===== src/hdl/spibd_cfg.svh =====
// register map, field positions and reset values of the spi data/status block
`ifndef SPIBD_CFG_SVH
`define SPIBD_CFG_SVH

// ****************************************************************
// register byte offsets
// ****************************************************************
`define SPIBD_OFF_CTRL1   5'h00
`define SPIBD_OFF_CTRL2   5'h04
`define SPIBD_OFF_BAUD    5'h08
`define SPIBD_OFF_STATUS  5'h0C
`define SPIBD_OFF_DATA    5'h10

// ****************************************************************
// control_reg_one fields
// ****************************************************************
`define SPIBD_C1_RXIE     7
`define SPIBD_C1_EN       6
`define SPIBD_C1_TXIE     5
`define SPIBD_C1_MASTER_SELECT     4
`define SPIBD_C1_CPOL     3
`define SPIBD_C1_CLOCK_PHASE_SELECT     2
`define SPIBD_C1_SELECT_OUTPUT_ENABLE     1
`define SPIBD_C1_LSBF     0

// ****************************************************************
// control two and status fields
// ****************************************************************
`define SPIBD_C2_FAULT_DETECT_ENABLE   4
`define SPIBD_ST_RXF      7
`define SPIBD_ST_TXE      5
`define SPIBD_ST_MF       4

// ****************************************************************
// reset values and frame length
// ****************************************************************
`define SPIBD_RST_CTRL1   8'h04
`define SPIBD_RST_CTRL2   8'h00
`define SPIBD_RST_BAUD    8'h00
`define SPIBD_RST_DATA    8'h00
`define SPIBD_LAST_EDGE   5'h0F

`endif


===== src/hdl/spibd_pkg.sv =====
// types shared by the spi data/status block
package spibd_pkg;

    // ****************************************************************
    // transfer sequencer states
    // ****************************************************************
    typedef enum logic [1:0]
    {
        SPIBD_IDLE = 2'h0,
        SPIBD_RUN  = 2'h1,
        SPIBD_END  = 2'h3
    } spibd_state_t;

endpackage


===== src/hdl/spibd_sync.sv =====
// two flip-flop synchroniser for pin inputs
`timescale 1ns/1ps
`default_nettype none

module spibd_sync
    import spibd_pkg::*;
#(
    parameter int W = 4
)
(
    input  wire logic         mclk,
    input  wire logic         rst_n,
    input  wire logic [W-1:0] din,
    output var  logic [W-1:0] dout
);

    logic [W-1:0] meta;

    always_ff @(posedge mclk)
    begin
        if (!rst_n)
        begin
            meta <= '0;
            dout <= '0;
        end
        else
        begin
            meta <= din;
            dout <= meta;
        end
    end

endmodule

`default_nettype wire


===== src/hdl/spibd_shifter.sv =====
// eight bit shift register with sampled input bit and bit order select
`timescale 1ns/1ps
`default_nettype none

module spibd_shifter
    import spibd_pkg::*;
#(
    parameter int W = 8
)
(
    input  wire logic         mclk,
    input  wire logic         rst_n,
    input  wire logic         load,
    input  wire logic [W-1:0] load_data,
    input  wire logic         sample,
    input  wire logic         sample_bit,
    input  wire logic         shift,
    input  wire logic         lsb_first,
    output logic              out_bit,
    output logic      [W-1:0] shifted,
    output logic      [W-1:0] held
);

    logic [W-1:0] sr;
    logic         in_bit;

    // ****************************************************************
    // bit order selection
    // ****************************************************************
    assign out_bit = lsb_first ? sr[0] : sr[W-1];
    assign held    = sr;
    assign shifted = lsb_first ? {in_bit, sr[W-1:1]}
                               : {sr[W-2:0], in_bit};

    always_ff @(posedge mclk)
    begin
        if (!rst_n)
        begin
            sr     <= '0;
            in_bit <= 1'b0;
        end
        else
        begin
            if (sample)
                in_bit <= sample_bit;
            if (load)
                sr <= load_data;
            else if (shift)
                sr <= shifted;
        end
    end

endmodule

`default_nettype wire


===== src/hdl/spibd_top.sv =====
// spi data path, buffers, status flags and avalon register slave
// Functional notes
// receive-full (status bit 7) sets when a transfer completes
// receive-full clears on status read while set, then data read
// transmit-empty (status bit 5) is one while transmit buffer has room
// transmit-empty clears on status read while set, then data write
// data writes are dropped unless status was read with transmit-empty set
// transmit interrupt while transmit-empty and its enable are set
// transmit-empty sets whenever a byte moves buffer to shifter
// idle module moves a written byte at once, flag back within two cycles; only a master does, an idle slave waits for select to fall
// with nothing queued at transfer end, flag stays set, nothing moves
// mode-fault (bit 4) sets on select low in master, detect on, no ss out
// mode-fault clears on status read while set, then control one write
// status bits 6,3,2,1,0 read zero; status writes ignored
// data reads give receive buffer, writes fill transmit buffer; reset 0
// in master mode a byte written to the buffer starts a transfer
// unread receive buffer keeps old byte, new byte dropped, no indication
// sample on one clock edge, shift half a clock later
// a transfer is eight clock cycles, eight bits out and eight in
// at end, store received byte, then load queued byte and restart
// msb first by default, lsb first when bit order bit is set
// remote master holds select low for the whole transfer
// select returns high between transfers with phase zero only
// mode fault clears master select and turns clock and data drivers off
// interrupt when receive-full or mode-fault set with its enable
// reset gives flags 0, transmit-empty 1, buffers and shifter empty
//
// Added by the designer: the Avalon-MM interface to the registers and the register offsets.
`timescale 1ns/1ps
`default_nettype none
`include "spibd_cfg.svh"

module spibd_top
    import spibd_pkg::*;
#(
    parameter int ADDR_W = 5
)
(
    input  wire logic              mclk,
    input  wire logic              rst_n,
    input  wire logic [ADDR_W-1:0] avs_address,
    input  wire logic              avs_read,
    input  wire logic              avs_write,
    input  wire logic [31:0]       avs_writedata,
    input  wire logic [3:0]        avs_byteenable,
    output logic      [31:0]       avs_readdata,
    output logic                   avs_waitrequest,
    input  wire logic              sck_in,
    output logic                   sck_out,
    output logic                   sck_oe,
    input  wire logic              mosi_in,
    output logic                   mosi_out,
    output logic                   mosi_oe,
    input  wire logic              miso_in,
    output logic                   miso_out,
    output logic                   miso_oe,
    input  wire logic              ss_n_in,
    output logic                   ss_n_out,
    output logic                   ss_n_oe,
    output logic                   tx_irq,
    output logic                   rx_fault_irq
);

    // ****************************************************************
    // elaboration check
    // ****************************************************************
    generate
        if (ADDR_W < 5)
        begin : g_bad_addr
            $error("spibd_top: ADDR_W must be at least 5");
        end
    endgenerate

    function automatic logic hit(input logic [ADDR_W-1:0] a,
                                 input logic [4:0] off);
        hit = (a[4:2] == off[4:2]) && ((a >> 5) == '0);
    endfunction

    // ****************************************************************
    // state
    // ****************************************************************
    logic [7:0]   control_reg_one;
    logic [7:0]   ctrl_two;
    logic [7:0]   baud;
    logic [7:0]   rx_buf;
    logic [7:0]   tx_buf;
    logic         rx_full_flag;
    logic         tx_empty_flag;
    logic         mode_fault_flag;
    logic         arm_rx;
    logic         arm_tx;
    logic         arm_mf;
    spibd_state_t state;
    logic [4:0]   edge_cnt;
    logic [10:0]  div_cnt;
    logic         sck_gen;
    logic         sck_prev;
    logic         ss_prev;
    logic [3:0]   pins_s;

    // ****************************************************************
    // pin synchroniser and shifter
    // ****************************************************************
    logic       sck_s;
    logic       mosi_s;
    logic       miso_s;
    logic       ss_s;
    logic       load;
    logic       sample_now;
    logic       shift_now;
    logic       out_bit;
    logic [7:0] shifted;
    logic [7:0] held;

    spibd_sync #(.W(4)) u_sync
    (
        .mclk  (mclk),
        .rst_n (rst_n),
        .din   ({sck_in, mosi_in, miso_in, !ss_n_in}),
        .dout  (pins_s)
    );

    assign {sck_s, mosi_s, miso_s, ss_s} = {pins_s[3:1], !pins_s[0]};

    // ****************************************************************
    // control decode
    // ****************************************************************
    wire en     = control_reg_one[`SPIBD_C1_EN];
    wire master = control_reg_one[`SPIBD_C1_MASTER_SELECT];
    wire cpol   = control_reg_one[`SPIBD_C1_CPOL];
    wire clock_phase_select   = control_reg_one[`SPIBD_C1_CLOCK_PHASE_SELECT];
    wire select_output_enable   = control_reg_one[`SPIBD_C1_SELECT_OUTPUT_ENABLE];
    wire lsbf   = control_reg_one[`SPIBD_C1_LSBF];
    wire fault_detect_enable = ctrl_two[`SPIBD_C2_FAULT_DETECT_ENABLE];
    wire queued = !tx_empty_flag;

    spibd_shifter #(.W(8)) u_shift
    (
        .mclk       (mclk),
        .rst_n      (rst_n),
        .load       (load && queued),
        .load_data  (tx_buf),
        .sample     (sample_now),
        .sample_bit (master ? miso_s : mosi_s),
        .shift      (shift_now),
        .lsb_first  (lsbf),
        .out_bit    (out_bit),
        .shifted    (shifted),
        .held       (held)
    );

    // ****************************************************************
    // bus decode
    // ****************************************************************
    wire acc      = (avs_read || avs_write) && !avs_waitrequest;
    wire rd_acc   = acc && avs_read;
    wire wr_acc   = acc && avs_write && avs_byteenable[0];
    wire st_rd    = rd_acc && hit(avs_address, `SPIBD_OFF_STATUS);
    wire data_rd  = rd_acc && hit(avs_address, `SPIBD_OFF_DATA);
    wire data_wr  = wr_acc && hit(avs_address, `SPIBD_OFF_DATA);
    wire c1_wr    = wr_acc && hit(avs_address, `SPIBD_OFF_CTRL1);
    wire c2_wr    = wr_acc && hit(avs_address, `SPIBD_OFF_CTRL2);
    wire baud_wr  = wr_acc && hit(avs_address, `SPIBD_OFF_BAUD);
    wire data_ok  = data_wr && arm_tx && tx_empty_flag;

    wire [7:0] status_val = {rx_full_flag, 1'b0, tx_empty_flag,
                             mode_fault_flag, 4'h0};
    wire [7:0] rd_byte =
        hit(avs_address, `SPIBD_OFF_CTRL1)  ? control_reg_one :
        hit(avs_address, `SPIBD_OFF_CTRL2)  ? ctrl_two :
        hit(avs_address, `SPIBD_OFF_BAUD)   ? baud :
        hit(avs_address, `SPIBD_OFF_STATUS) ? status_val :
        hit(avs_address, `SPIBD_OFF_DATA)   ? rx_buf :
        8'h00;

    // ****************************************************************
    // mode fault
    // ****************************************************************
    wire mf_set = en && master && fault_detect_enable && !select_output_enable && !ss_s;

    // ****************************************************************
    // serial clock edges
    // ****************************************************************
    wire [10:0] half_cnt = (11'(baud[6:4]) + 11'h001) << baud[2:0];
    wire tick   = (state == SPIBD_RUN) && (div_cnt == half_cnt - 11'h001);
    wire m_edge = master && tick;
    wire s_edge = !master && (state == SPIBD_RUN) && !ss_s &&
                  (sck_s != sck_prev);
    wire sck_edge = m_edge || s_edge;
    wire lead     = !edge_cnt[0];
    wire last     = sck_edge && (edge_cnt == `SPIBD_LAST_EDGE);
    wire ss_fall  = ss_prev && !ss_s;

    assign sample_now = sck_edge && (clock_phase_select ? !lead : lead);
    assign shift_now  = sck_edge && (clock_phase_select ? (lead && edge_cnt != 5'h00)
                                          : !lead);

    // ****************************************************************
    // transfer start and continuation
    // ****************************************************************
    wire start_m = master && queued;
    wire start_s = !master && ss_fall;
    wire cont_s  = !master && clock_phase_select && !ss_s;
    wire idle_go = (state == SPIBD_IDLE) && en && !mf_set &&
                   (start_m || start_s);
    wire end_go  = (state == SPIBD_END) && en && !mf_set &&
                   (start_m || cont_s);
    assign load  = idle_go || end_go;
    wire move    = load && queued;
    wire capture = (state == SPIBD_END) && en;
    wire [7:0] rx_byte = clock_phase_select ? shifted : held;

    logic         abort;
    spibd_state_t next_state;
    assign abort = !en || mf_set ||
                   (!master && (state == SPIBD_RUN) && ss_s);

    always_comb
    begin
        next_state = state;
        case (state)
            SPIBD_IDLE:
                if (load)
                    next_state = SPIBD_RUN;
            SPIBD_RUN:
                if (abort)
                    next_state = SPIBD_IDLE;
                else if (last)
                    next_state = SPIBD_END;
            SPIBD_END:
                if (load)
                    next_state = SPIBD_RUN;
                else
                    next_state = SPIBD_IDLE;
            default:
                next_state = SPIBD_IDLE;
        endcase
    end

    // ****************************************************************
    // flag next values
    // ****************************************************************
    wire next_rx_full  = capture ||
                         (rx_full_flag && !(data_rd && arm_rx));
    wire next_tx_empty = move ? 1'b1 :
                         (data_ok ? 1'b0 : tx_empty_flag);
    wire next_mf       = mf_set ||
                         (mode_fault_flag && !(c1_wr && arm_mf));
    wire [7:0] shown   = avs_readdata[7:0];
    wire next_arm_rx   = st_rd ? shown[`SPIBD_ST_RXF] : (arm_rx && !data_rd);
    wire next_arm_tx   = st_rd ? shown[`SPIBD_ST_TXE] : (arm_tx && !data_wr);
    wire next_arm_mf   = st_rd ? shown[`SPIBD_ST_MF] : (arm_mf && !c1_wr);

    // ****************************************************************
    // registers and flags
    // ****************************************************************
    always_ff @(posedge mclk)
    begin
        if (!rst_n)
        begin
            control_reg_one <= `SPIBD_RST_CTRL1;
            ctrl_two        <= `SPIBD_RST_CTRL2;
            baud            <= `SPIBD_RST_BAUD;
        end
        else
        begin
            if (c1_wr)
                control_reg_one <= avs_writedata[7:0];
            if (mf_set)
                control_reg_one[`SPIBD_C1_MASTER_SELECT] <= 1'b0;
            if (c2_wr)
                ctrl_two <= avs_writedata[7:0];
            if (baud_wr)
                baud <= avs_writedata[7:0];
        end
    end

    always_ff @(posedge mclk)
    begin
        if (!rst_n)
        begin
            rx_buf          <= `SPIBD_RST_DATA;
            tx_buf          <= `SPIBD_RST_DATA;
            rx_full_flag    <= 1'b0;
            tx_empty_flag   <= 1'b1;
            mode_fault_flag <= 1'b0;
            arm_rx          <= 1'b0;
            arm_tx          <= 1'b0;
            arm_mf          <= 1'b0;
        end
        else
        begin
            if (capture && !rx_full_flag)
                rx_buf <= rx_byte;
            if (data_ok)
                tx_buf <= avs_writedata[7:0];
            rx_full_flag    <= next_rx_full;
            tx_empty_flag   <= next_tx_empty;
            mode_fault_flag <= next_mf;
            arm_rx          <= next_arm_rx;
            arm_tx          <= next_arm_tx;
            arm_mf          <= next_arm_mf;
        end
    end

    // ****************************************************************
    // transfer sequencer and clock divider
    // ****************************************************************
    always_ff @(posedge mclk)
    begin
        if (!rst_n)
        begin
            state    <= SPIBD_IDLE;
            edge_cnt <= 5'h00;
            div_cnt  <= 11'h000;
            sck_gen  <= 1'b0;
            sck_prev <= 1'b0;
            ss_prev  <= 1'b1;
        end
        else
        begin
            state    <= next_state;
            sck_prev <= sck_s;
            ss_prev  <= ss_s;
            if (load)
            begin
                edge_cnt <= 5'h00;
                div_cnt  <= 11'h000;
                sck_gen  <= cpol;
            end
            else
            begin
                if (sck_edge)
                    edge_cnt <= edge_cnt + 5'h01;
                div_cnt <= tick ? 11'h000 : div_cnt + 11'h001;
                if (m_edge)
                    sck_gen <= !sck_gen;
            end
        end
    end

    // ****************************************************************
    // bus answer, pins and interrupts
    // ****************************************************************
    always_ff @(posedge mclk)
    begin
        if (!rst_n)
        begin
            avs_waitrequest <= 1'b1;
            avs_readdata    <= 32'h0000_0000;
            sck_out         <= 1'b0;
            sck_oe          <= 1'b0;
            mosi_out        <= 1'b0;
            mosi_oe         <= 1'b0;
            miso_out        <= 1'b0;
            miso_oe         <= 1'b0;
            ss_n_out        <= 1'b1;
            ss_n_oe         <= 1'b0;
            tx_irq          <= 1'b0;
            rx_fault_irq    <= 1'b0;
        end
        else
        begin
            avs_waitrequest <= !((avs_read || avs_write) && avs_waitrequest);
            avs_readdata    <= {24'h00_0000, rd_byte};
            sck_out  <= master ? sck_gen : cpol;
            sck_oe   <= en && master && !mf_set;
            mosi_out <= out_bit;
            mosi_oe  <= en && master && !mf_set;
            miso_out <= out_bit;
            miso_oe  <= en && !master && !ss_s;
            ss_n_out <= (state == SPIBD_IDLE);
            ss_n_oe  <= en && master && fault_detect_enable && select_output_enable;
            tx_irq   <= tx_empty_flag && control_reg_one[`SPIBD_C1_TXIE];
            rx_fault_irq <= (rx_full_flag || mode_fault_flag) &&
                            control_reg_one[`SPIBD_C1_RXIE];
        end
    end

endmodule

`default_nettype wire


===== config.mk =====
export PLATFORM = sky130hd
export DESIGN_NAME = spibd_top
export DESIGN_NICKNAME = d
export VERILOG_FILES = /design/src/hdl/spibd_pkg.sv /design/src/hdl/spibd_sync.sv /design/src/hdl/spibd_shifter.sv /design/src/hdl/spibd_top.sv
export VERILOG_INCLUDE_DIRS = /design/src /design/src/hdl
export SDC_FILE = /design/constraint.sdc
export NUM_CORES = 1
export LEC_CHECK = 0
export ABC_AREA = 1
export BUFFER_PORTS_ARGS = -buffer_cell sky130_fd_sc_hd__buf_2
export CAP_MARGIN = 30
export CORE_MARGIN = 10
export CORE_UTILIZATION = 30
export CTS_BUF_LIST = sky130_fd_sc_hd__clkbuf_8
export DETAILED_ROUTE_END_ITERATION = 6
export SLEW_MARGIN = 40
export SYNTH_ARGS = -nofsm -noshare
export SYNTH_HDL_FRONTEND = slang
export SYNTH_SLANG_ARGS = --single-unit

===== constraint.sdc =====
create_clock -name mclk -period 2.8 [get_ports mclk]
set_input_delay 0.56 -clock mclk [delete_from_list [all_inputs] [get_ports mclk]]
set_output_delay 0.56 -clock mclk [all_outputs]
set_load 0.03 [all_outputs]

After elaboration in Yosys (flattened, before gate mapping)
Index checks and enable logic that the tools add are counted.
{ "totals": {"inputBits": 49, "regBits": 125} }
{ "op_classes": {"eq_ne": 11, "bitwise_logic": 1, "addsub": 4, "muxes": 24, "shift": 1, "reduce_logical": 90} }
{ "op_table": {"columns": ["operator", "count"], "rows": [
  ["8-bit 2-to-1 mux", 9],
  ["1-bit logical AND", 53],
  ["1-bit zero test", 17],
  ["11-bit by 1-bit adder with 11-bit output, second input constant", 1],
  ["11-bit equality test", 1],
  ["1-bit 2-to-1 mux", 11],
  ["4-bit by 3-bit << shifter with 11-bit output", 1],
  ["11-bit by 1-bit subtractor with 11-bit output, second input constant", 1],
  ["1-bit logical OR", 10],
  ["3-bit by 2-bit equality test with 1-bit output, second input constant", 2],
  ["2-bit 2-to-1 mux", 3],
  ["2-bit one-hot mux with 3 select lines", 1],
  ["2-bit OR reduction", 3],
  ["5-bit by 1-bit adder with 5-bit output, second input constant", 1],
  ["5-bit by 4-bit equality test with 1-bit output, second input constant", 1],
  ["5-bit nonzero test", 1],
  ["3-bit by 1-bit adder with 4-bit output, second input constant", 1],
  ["2-bit nonzero test", 2],
  ["3-bit by 1-bit equality test with 1-bit output, second input constant", 1],
  ["3-bit equality test, second input constant", 1],
  ["3-bit zero test", 1],
  ["3-bit != test, second input constant", 1],
  ["3-bit OR reduction", 1],
  ["2-bit by 1-bit equality test with 1-bit output, second input constant", 1],
  ["other kinds (6)", 6]
]} }

Longest topological paths before layout
Gate-level depths: netlist (run 1).
{ "depth": {"depth_word": 11, "mapped_depth": 22} }

By module
A second synthesis (run 1) with hierarchy kept.
{ "unflattened": {"cells_unflattened": 758, "hier_area_um2": 5226.3} }
{ "by_module_without_submodules": {"columns": ["module", "seq_area_each_um2", "n_inst", "area_each_um2", "cells_per_inst"], "rows": [
  ["spibd_top", 1681.6, 1, 4446.8, 647],
  ["spibd_shifter", 180.2, 1, 554.3, 86],
  ["spibd_sync", 160.2, 1, 225.2, 25]
]} }

Worst setup path before layout (run 1)
No wires, ideal clock.
{ "synth_timing": {"path_kind": "flip-flop to flip-flop", "startpoint": "reg baud[4]", "endpoint": "reg u_shift.sr[0], in the netlist u_shift.held[0]", "t_arrival_ps": 2494, "stages_incl_launch_ff": 21, "path_slack_ps": 193, "path_buffers": 1, "setup_ps": 113, "cell_sequence": "dfxtp_1 > ha_1 > o21ai_2 > nor2_2 > nand2_2 > ha_1 > xnor2_1 > inv_1 > nand2_1 > nand2_1 > nor2_1 > nand2_1 > nor2_2 > nand2_2 > nor2_4 > nand3_4 > nand2_8 > nand2_8 > buf_8 > a21oi_2 > nor2_1"} }
{ "synth_between": {"elab_chain_len": 9} }
{ "synth_lines": {"columns": ["element", "line", "text"], "rows": [
  ["start: declaration", "spibd_top.sv:84", "logic [7:0] baud;"],
  ["start signal: assignment", "spibd_top.sv:263", "baud <= `SPIBD_RST_BAUD;"],
  ["start signal: assignment", "spibd_top.sv:274", "baud <= avs_writedata[7:0];"],
  ["3-bit by 1-bit adder with 4-bit output", "spibd_top.sv:184", "wire [10:0] half_cnt = (11'(baud[6:4]) + 11'h001) << baud[2:0];"],
  ["4-bit by 3-bit << shifter with 11-bit output", "spibd_top.sv:184", null],
  ["11-bit by 1-bit subtractor with 11-bit output", "spibd_top.sv:185", "wire tick = (state == SPIBD_RUN) && (div_cnt == half_cnt - 11'h001);"],
  ["11-bit equality test", "spibd_top.sv:185", null],
  ["1-bit logical AND", "spibd_top.sv:185", null],
  ["1-bit logical AND", "spibd_top.sv:186", "wire m_edge = master && tick;"],
  ["1-bit logical OR", "spibd_top.sv:189", "wire sck_edge = m_edge || s_edge;"],
  ["1-bit logical AND", "spibd_top.sv:195", "assign shift_now = sck_edge && (clock_phase_select ? (lead && edge_cnt != 5'h00)"],
  ["2-bit nonzero test (no source line)", null, null],
  ["end signal: assignment", "spibd_shifter.sv:47", "sr <= load_data;"],
  ["end signal: assignment", "spibd_shifter.sv:49", "sr <= shifted;"],
  ["end: declaration", "spibd_shifter.sv:24", "logic [W-1:0] sr;"]
]} }
Every way passes these cells.
A chain may end at the register's enable or synchronous reset.

Final worst setup path (run 1)
{ "layout_timing": {"startpoint": "reg baud[4]", "endpoint": "reg u_shift.in_bit"} }
{ "layout_between": {"elab_chain_len": 8} }
{ "layout_lines": {"columns": ["element", "line", "text"], "rows": [
  ["3-bit by 1-bit adder with 4-bit output", "spibd_top.sv:184", null],
  ["4-bit by 3-bit << shifter with 11-bit output", "spibd_top.sv:184", null],
  ["11-bit by 1-bit subtractor with 11-bit output", "spibd_top.sv:185", null],
  ["11-bit equality test", "spibd_top.sv:185", null],
  ["1-bit logical AND", "spibd_top.sv:185", null],
  ["1-bit logical AND", "spibd_top.sv:186", null],
  ["1-bit logical OR", "spibd_top.sv:189", null],
  ["1-bit logical AND", "spibd_top.sv:194", "assign sample_now = sck_edge && (clock_phase_select ? !lead : lead);"],
  ["end signal: assignment", "spibd_shifter.sv:45", "in_bit <= sample_bit;"],
  ["end: declaration", "spibd_shifter.sv:25", "logic in_bit;"]
]} }
Every way passes these cells.

==> insert_results.sql, run 1 <==
INSERT INTO impl_metrics (metric_group, metric, value, unit) VALUES
('layout', 'layout.cells.most_common', 'sky130_fd_sc_hd__nand2_1', ''),
('clocking', 'clock_sinks', '101', ''),
('logic_synthesis', 'synth_edf_count', '0', ''),
('clocking', 'clk_pin_slew_worst_paths', '100', 'ps'),
('floorplanning', 'pin_count', '92', ''),
('clocking', 'cts_tree', 'yes', ''),
('placed_design', 'buffer_ports.inserted', '38', ''),
('placed_design', 'routabilityCongestion', '0.8684', ''),
('clocking', 'numCtsBuffers', '9', ''),
('layout', 'finish.net_count', '834', ''),
('global_routing', 'grt_use_met2', '19.82', '%'),
('layout', 'num_antenna_cells', '0', ''),
('logic_synthesis', 'synthDistinctLibCells', '43', ''),
('logic_synthesis', 'ys_async_sr_fraction', '0', '%'),
('logic_synthesis', 'synthesis.area', '5229', 'um^2'),
('clocking', 'clkLatencyLatePin', '380', 'ps'),
('layout', 'layout.area.seq', '2024', 'um^2'),
('sta', 'worst_slew_margin_rel', '62.55', '%'),
('status', 'outcome', 'finished clean', ''),
('setup_path', 'reg2regPathDepth', '19', ''),
('pwr', 'pwr_density_cell', '461.4', 'nW/um^2'),
('routing', 'route.detailed.drc', '0', ''),
('setup_path', 'crit_path_start_kind', 'flip-flop', ''),
('pwr', 'power.ir.vdd_worst', '231.5', 'uV'),
('sta', 'fin_crit_sh', '91.90', '%'),
('run', 'max_cap_violations', '0', ''),
('global_routing', 'grt.total_usage', '11.29', '%'),
('routing', 'antenna_violating_nets_post_route', '0', ''),
('setup_path', 'setup.worst_path.class', 'reg2reg', ''),
('global_routing', 'gr-max-usage-layer', 'met2', ''),
('global_routing', 'grt_use_met1', '13.46', '%'),
('sta', 'finalSetupViolations', '0', ''),
('layout', 'flow.area_growth_from_synthesis', '12.23', '%'),
('sta', 'highest_clock_rate', '388.6', 'MHz'),
('floorplanning', 'start_util', '30.44', '%'),
('clocking', 'cts.hold.buffers_added', '0', ''),
('clocking', 'cts_root_buf', 'sky130_fd_sc_hd__clkbuf_8', ''),
('setup_path', 'worst-endpoint-arrival', '2860', 'ps'),
('floorplanning', 'fp.dieH', '152.0', 'um'),
('sta', 'report.final.slew_viol_count', '0', ''),
('logic_synthesis', 'postSynth.topFlopCell', 'sky130_fd_sc_hd__dfxtp_1', ''),
('floorplanning', 'die_width', '152.0', 'um'),
('logic_synthesis', 'synth.yosys.warnings', '0', ''),
('global_routing', 'grt_pass1_wl', '21740', 'um'),
('sta', 'holdWs', '316.1', 'ps'),
('layout', 'most-common-layout-cells', 'sky130_fd_sc_hd__nand2_1 (151), sky130_fd_sc_hd__dfxtp_1 (99), sky130_fd_sc_hd__nor2_1 (86)', ''),
('setup_path', 'critical_path.max_fanout', '7', ''),
('setup_path', 'worstPathRequired', '3090', 'ps'),
('routing', 'detail_route.wirelength', '13290', 'um'),
('clocking', 'cts_max_path_buffers', '2', ''),
('layout', 'area_of_the_multi_input_gates', '2649', 'um^2'),
('placed_design', 'place.detailed.hpwl', '10000', 'um'),
('sta', 'hold_violations', '0', ''),
('pwr', 'p_leak', '2.472', 'nW'),
('global_routing', 'grt_pass1_vias', '4318', ''),
('sta', 'transition_time_at_the_pin_with_the_least_slew_margin', '561.0', 'ps'),
('layout', 'final_layout_size_suffix_gt1_share', '15.58', '%'),
('setup_path', 'setup_crit_end_kind', 'flip-flop', ''),
('sta', 'timing.clock.skew', '14.59', 'ps'),
('logic_synthesis', 'synth_cells', '738', ''),
('logic_synthesis', 'synth-seq-area-share', '38.67', '%'),
('routing', 'firstDrtPassIters', '5', ''),
('floorplanning', 'num_rows', '48', ''),
('sta', 'post-route-min-period', '2573', 'ps'),
('global_routing', 'grt_start_max_net_pins', '53', ''),
('floorplanning', 'design.die.area', '23110', 'um^2'),
('layout', 'filler_cell_count', '1916', ''),
('global_routing', 'globalRouteOverflowTotal', '0', ''),
('hold_path', 'hold_class', 'in2reg', ''),
('routing', 'routed-via-count', '4596', ''),
('global_routing', 'grt_antenna_before_repair', '0', ''),
('routing', 'drt_iter0_drcs', '283', ''),
('logic_synthesis', 'postSynthRegisterBits', '101', ''),
('hold_path', 'min_delay_path_depth', '2', ''),
('global_routing', 'grt_use_met3', '2.766', '%'),
('logic_synthesis', 'avgSynthCellArea', '7.085', 'um^2'),
('pwr', 'totalPowerFinal', '2.708', 'mW'),
('routing', 'post_drt_via_cell_ratio', '4.560', ''),
('floorplanning', 'floorplan.core_area', '17180', 'um^2'),
('clocking', 'h_tree_lvl_count', '3', ''),
('routing', 'avgRoutedWirePerCell', '13.19', 'um');
[path summary, 6_finish.rpt]
| check | from | end | slack (ps) |
|---|---|---|---|
| max | baud[4] | u_shift.in_bit | 230 |
| min | ss_n_in | u_sync.meta[0] | 320 |
| max reg2reg | baud[4] | u_shift.in_bit | 230 |
| min reg2reg | u_sync.meta[2] | u_sync.dout[2] | 420 |
[critical path, stage by stage, from the launching register on]
cell and delay (ps):
sky130_fd_sc_hd__dfxtp_2 350, sky130_fd_sc_hd__ha_4 260, sky130_fd_sc_hd__o21ai_4 160, sky130_fd_sc_hd__nor2_2 70
sky130_fd_sc_hd__nand2_2 90, sky130_fd_sc_hd__ha_2 280, sky130_fd_sc_hd__a21oi_2 130, sky130_fd_sc_hd__o2111ai_1 100
sky130_fd_sc_hd__nor2_1 120, sky130_fd_sc_hd__nand2_1 70, sky130_fd_sc_hd__nor2_2 110, sky130_fd_sc_hd__nand2_2 70
sky130_fd_sc_hd__nor2_4 140, sky130_fd_sc_hd__nand3_4 110, sky130_fd_sc_hd__nand2_8 120, sky130_fd_sc_hd__inv_2 80
sky130_fd_sc_hd__nor2_2 100, sky130_fd_sc_hd__nand2_1 50, sky130_fd_sc_hd__nand2_1 50, sky130_fd_sc_hd__nor2_1 40
[cells by family (layout without fill, tap and decap cells)]
group / count (synthesis) / in the layout / share of synthesized area (%)
buffers and inverters: 143 / 165 / 13.02
flip-flops: 101 / 101 / 38.67
XOR/XNOR: 15 / 15 / 2.512
multiplexers: 1 / 1 / 0.1914
adder cells (fa/ha/maj): 6 / 6 / 1.436
other: 1 / 24 / 0.07172
AND/OR/NAND/NOR: 326 / 326 / 28.48
AO/OA/AOI/OAI: 145 / 145 / 15.63
[cell type report]
class	count	area share, %
multi-input combinational	517	45.14
sequential	101	34.50
timing repair buffer	59	5.928
inverter	91	5.864
tap	225	4.797
clock buffer	10	2.345
clock inverter	5	1.429
[state kept, by name, summed over array words and instances, names as in the netlist, 2 cells and up]
signal	flops
state	2
tx_buf	8
control_reg_one	8
edge_cnt	5
u_shift.held	8
div_cnt	11
u_sync.meta	4
avs_readdata	8
u_sync.dout	4
rx_buf	8
ctrl_two	8
baud	8
[report_power, final]
| part | internal [mW] | switching [mW] | leakage, nW |
|---|---|---|---|
| Clock | 0.530 | 0.521 | 0.116 |
| Sequential | 1.45 | 0.0140 | 0.818 |
| Combinational | 0.0498 | 0.142 | 1.54 |
[repair_timing]
action                     4_1_cts  5_1_grt
setup endpoints to repair        0       14
buffers inserted                 0        4
gates resized for setup          0        9
[synthesized netlist by cell type, types with 4 or more instances]
library cell               number  share of area, %
sky130_fd_sc_hd__a31oi_1       11               1.3
sky130_fd_sc_hd__buf_4         29               4.2
sky130_fd_sc_hd__dfxtp_1      101                39
sky130_fd_sc_hd__nand2_1      151                11
sky130_fd_sc_hd__nand4_1       11               1.3
sky130_fd_sc_hd__o211ai_1       4              0.57
sky130_fd_sc_hd__nand3_2        4              0.77
sky130_fd_sc_hd__nor2_1        87               6.2
sky130_fd_sc_hd__ha_1           6               1.4
sky130_fd_sc_hd__xor2_1        11               1.8
sky130_fd_sc_hd__o21ai_0       73               7.0
sky130_fd_sc_hd__inv_1         81               5.8
sky130_fd_sc_hd__nand2_2        7              0.84
sky130_fd_sc_hd__xnor2_1        4              0.67
sky130_fd_sc_hd__a21oi_2        8               1.3
sky130_fd_sc_hd__inv_2          7              0.50
sky130_fd_sc_hd__a221oi_1       6               1.0
sky130_fd_sc_hd__nor3_1         9              0.86
sky130_fd_sc_hd__a21oi_1       37               3.5
sky130_fd_sc_hd__nand3_1       38               3.6
sky130_fd_sc_hd__clkbuf_1      15               1.1
sky130_fd_sc_hd__buf_2          5              0.48
[per-layer routing]
layer	part of all wire (%)	up-vias
met5	0	-
met1	45	2078
met3	4.9	11
li1	-	2424
met2	50	83
met4	0.94	0
[through the flow]
stage	setup WS (ps)	instance area, um^2	cells	utilization [%]	setup TNS (ps)
2_1_floorplan	193.2	5315	761	-	0
3_3_place_gp	106.0	5578	989	32.47	0
3_5_place_dp	102.7	5578	989	32.47	0
4_1_cts	100.2	5799	1004	33.76	0
5_1_grt	-1.054	5868	1008	34.16	-1.054
6_report	226.7	5868	1008	34.16	0
No activity file was read; power rests on OpenSTA's default activity.
==> run 2: changes to the inputs <==
--- a/config.mk
+++ b/config.mk
@@ -6,7 +6,6 @@
 export SDC_FILE = /design/constraint.sdc
 export NUM_CORES = 1
 export LEC_CHECK = 0
-export ABC_AREA = 1
 export BUFFER_PORTS_ARGS = -buffer_cell sky130_fd_sc_hd__buf_2
 export CAP_MARGIN = 30
 export CORE_MARGIN = 10
==> constraint.sdc (replaced) <==
create_clock -name mclk -period 2.8 [get_ports mclk]
set_input_delay 0.42 -clock mclk [delete_from_list [all_inputs] [get_ports mclk]]
set_output_delay 0.42 -clock mclk [all_outputs]
set_load 0.03 [all_outputs]
==> insert_results.sql, run 2 <==
INSERT INTO impl_metrics (metric_group, metric, value, unit) VALUES
('status', 'outcome', 'finished clean', ''),
('clocking', 'clk_pin_slew_worst_paths', '90', 'ps'),
('clocking', 'cts_root_buf', 'sky130_fd_sc_hd__clkbuf_8', ''),
('sta', 'timing.clock.skew', '12.82', 'ps'),
('floorplanning', 'die_width', '154.7', 'um'),
('logic_synthesis', 'synth.yosys.warnings', '0', ''),
('routing', 'detail_route.wirelength', '13380', 'um'),
('sta', 'worst_slew_margin_rel', '53.74', '%'),
('clocking', 'h_tree_lvl_count', '3', ''),
('pwr', 'internal_power', '1.827', 'mW'),
('logic_synthesis', 'synthesis.area', '5441', 'um^2'),
('sta', 'highest_clock_rate', '359.9', 'MHz'),
('logic_synthesis', 'synth.top_cells.by_area', 'sky130_fd_sc_hd__dfxtp_1 (37%), sky130_fd_sc_hd__mux2i_1 (11%), sky130_fd_sc_hd__nor2_1 (6.5%)', ''),
('global_routing', 'grt_use_met3', '2.163', '%'),
('floorplanning', 'pin_count', '92', ''),
('pwr', 'pwr_density_cell', '390.9', 'nW/um^2'),
('clocking', 'cts_max_path_buffers', '2', ''),
('global_routing', 'grt_pass1_wl', '21990', 'um'),
('layout', 'flow.area_growth_from_synthesis', '17.29', '%'),
('routing', 'post_drt_via_cell_ratio', '4.839', ''),
('sta', 'setup_repair_after_global_routing_missed_its_margin', 'true', ''),
('sta', 'holdWs', '182.5', 'ps'),
('clocking', 'clkLatencyLatePin', '380', 'ps'),
('pwr', 'p_leak', '2.797', 'nW'),
('placed_design', 'routabilityCongestion', '0.7932', ''),
('clocking', 'cts_tree', 'yes', ''),
('logic_synthesis', 'post-synth-top-area-cell', 'sky130_fd_sc_hd__dfxtp_1', ''),
('routing', 'firstDrtPassIters', '6', ''),
('logic_synthesis', 'postSynth.topFlopCell', 'sky130_fd_sc_hd__dfxtp_1', ''),
('pwr', 'share_seq_of_total_power', '58.6', '%'),
('hold_path', 'hold_class', 'in2reg', ''),
('setup_path', 'setup_crit_end_kind', 'flip-flop', ''),
('sta', 'hold_violations', '0', ''),
('sta', 'report.final.slew_viol_count', '0', ''),
('layout', 'most-common-layout-cells', 'sky130_fd_sc_hd__dfxtp_1 (96), sky130_fd_sc_hd__nor2_1 (91), sky130_fd_sc_hd__mux2i_1 (61)', ''),
('pwr', 'power.switching_fraction', '26.80', '%'),
('clocking', 'clock_sinks', '101', ''),
('floorplanning', 'floorplan.core_area', '17900', 'um^2'),
('global_routing', 'grt_antenna_before_repair', '0', ''),
('layout', 'filler_cell_count', '1870', ''),
('floorplanning', 'start_util', '30.40', '%'),
('layout', 'final_layout_size_suffix_gt1_share', '21.26', '%'),
('clocking', 'cts.hold.buffers_added', '0', ''),
('pwr', 'totalPowerFinal', '2.495', 'mW'),
('routing', 'route.detailed.drc', '0', ''),
('logic_synthesis', 'synth.top_cells.by_count', 'sky130_fd_sc_hd__dfxtp_1 (101), sky130_fd_sc_hd__nor2_1 (94), sky130_fd_sc_hd__mux2i_1 (61)', ''),
('logic_synthesis', 'synth_cells', '643', ''),
('run', 'max_cap_violations', '0', ''),
('logic_synthesis', 'ys_async_sr_fraction', '0', '%'),
('logic_synthesis', 'synth-seq-area-share', '37.16', '%'),
('pwr', 'power_switching', '0.6686', 'mW'),
('layout', 'utilization', '35.65', '%'),
('pwr', 'power.ir.vdd_worst', '291.1', 'uV'),
('layout', 'num_antenna_cells', '0', ''),
('logic_synthesis', 'postSynthRegisterBits', '101', ''),
('sta', 'post-route-min-period', '2778', 'ps'),
('pwr', 'clock_power_share', '33.4', '%'),
('logic_synthesis', 'synth_largest_type_area_fraction', '37.16', '%'),
('logic_synthesis', 'avgSynthCellArea', '8.463', 'um^2'),
('setup_path', 'crit_path_start_kind', 'flip-flop', ''),
('global_routing', 'gr-max-usage-layer', 'met2', ''),
('floorplanning', 'num_rows', '49', ''),
('layout', 'largest-register', 'div_cnt', ''),
('sta', 'finalSetupViolations', '0', ''),
('routing', 'drt_iter0_drcs', '269', ''),
('layout', 'finish.net_count', '751', ''),
('setup_path', 'worst-endpoint-arrival', '3070', 'ps'),
('pwr', 'power_frac_comb', '8.0', '%'),
('sta', 'finalSetupTns', '0', 'ps'),
('logic_synthesis', 'synthDistinctLibCells', '66', ''),
('layout', 'flip_flop_count_of_the_largest_register_after_layout', '11', ''),
('clocking', 'numCtsBuffers', '9', ''),
('global_routing', 'globalRouteOverflowTotal', '0', ''),
('placed_design', 'place.detailed.hpwl', '9847', 'um'),
('setup_path', 'setup.worst_path.class', 'reg2reg', ''),
('global_routing', 'grt_use_met1', '13.97', '%'),
('sta', 'fin_crit_sh', '99.23', '%'),
('global_routing', 'grt.total_usage', '10.95', '%'),
('floorplanning', 'fp.dieH', '154.7', 'um'),
('sta', 'transition_time_at_the_pin_with_the_least_slew_margin', '688.6', 'ps'),
('routing', 'routed-via-count', '4500', ''),
('logic_synthesis', 'post-synth-top-count-cell', 'sky130_fd_sc_hd__dfxtp_1', ''),
('setup_path', 'critical_path.max_fanout', '8', ''),
('global_routing', 'grt_start_max_net_pins', '27', ''),
('layout', 'layout.cells.most_common', 'sky130_fd_sc_hd__dfxtp_1', ''),
('floorplanning', 'design.die.area', '23930', 'um^2'),
('setup_path', 'worstPathRequired', '3090', 'ps'),
('routing', 'antenna_violating_nets_post_route', '0', ''),
('global_routing', 'grt_pass1_vias', '4318', ''),
('routing', 'avgRoutedWirePerCell', '14.39', 'um'),
('placed_design', 'buffer_ports.inserted', '38', ''),
('logic_synthesis', 'synth_edf_count', '0', ''),
('global_routing', 'grt_use_met2', '18.26', '%');
==> run 2: kinds of logic (layout without fill, tap and decap cells) <==
family	after synthesis	after routing	synth area share (%)
and+or+nand+nor	251	251	21.78
AOI/OAI and AO/OA	115	115	15.57
DFF	101	101	37.16
buffers and inverters	82	117	8.301
muxes	61	61	11.22
xor gates and xnor gates	26	26	4.530
adders and majority gates	6	6	1.380
other	1	24	0.06892
==> run 2: worst paths after layout <==
path | start | cells past startpoint | endpoint | slack [ps]
min reg2reg | u_sync.meta[0] | 1 | u_sync.dout[0] | 440
min | ss_n_in | 2 | u_sync.meta[0] | 180
max reg2reg | baud[5] | 12 | u_shift.in_bit | 20
max | baud[5] | 12 | u_shift.in_bit | 20
==> run 2: layer usage <==
layer / up-vias / wire length (um)
met1: 2142 / 6398
li1: 2282 / -
met3: 11 / 360
met5: - / 0
met2: 65 / 6481
met4: 0 / 141
==> run 2: through the flow <==
| step | cells | setup WS (ps) | cell area (um^2) |
|---|---|---|---|
| 5_1_grt | 930 | -110.3 | 6382 |
| 6_report | 930 | 21.58 | 6382 |
| 3_3_place_gp | 913 | -151.7 | 6018 |
| 2_1_floorplan | 666 | 6.847 | 5542 |
| 4_1_cts | 929 | 3.435 | 6302 |
| 3_5_place_dp | 913 | -154.6 | 6021 |
==> run 2: layout make-up <==
cell class | count | area [um^2] | area share (%)
clock buffer | 9 | 123.9 | 1.941
clock inverter | 7 | 43.79 | 0.6861
multi-input combinational | 483 | 3237 | 50.72
tap | 229 | 286.5 | 4.489
inverter | 17 | 63.81 | 0.9998
timing repair buffer | 84 | 596.8 | 9.351
sequential | 101 | 2031 | 31.82
==> run 2: power groups by stage <==
stage               clock network, mW  registers (mW)  logic [mW]
finish                          0.832            1.46       0.200
global route                    0.912            1.47       0.219
CTS                             0.856            1.46       0.198
detailed placement                  0            1.50       0.194
global placement                    0            1.50       0.193
floorplan                           0            1.50       0.157
==> run 2: worst max-delay path, cell delays in order, from the launching register on <==
cell and delay, ps:
sky130_fd_sc_hd__dfxtp_2 350, sky130_fd_sc_hd__ha_4 180, sky130_fd_sc_hd__buf_4 130, sky130_fd_sc_hd__nor2b_1 120, sky130_fd_sc_hd__or4b_4 540, sky130_fd_sc_hd__nand2_2 80, sky130_fd_sc_hd__nand3_2 60, sky130_fd_sc_hd__or3_4 410
sky130_fd_sc_hd__o221ai_2 200, sky130_fd_sc_hd__o21a_4 200, sky130_fd_sc_hd__buf_12 140, sky130_fd_sc_hd__a41oi_4 100, sky130_fd_sc_hd__a311oi_2 190
==> run 2: what timing repair did <==
item,CTS,global route
resized for setup,23,16
buffers inserted,0,2
pin swaps,15,15
endpoints found under the setup margin,27,27
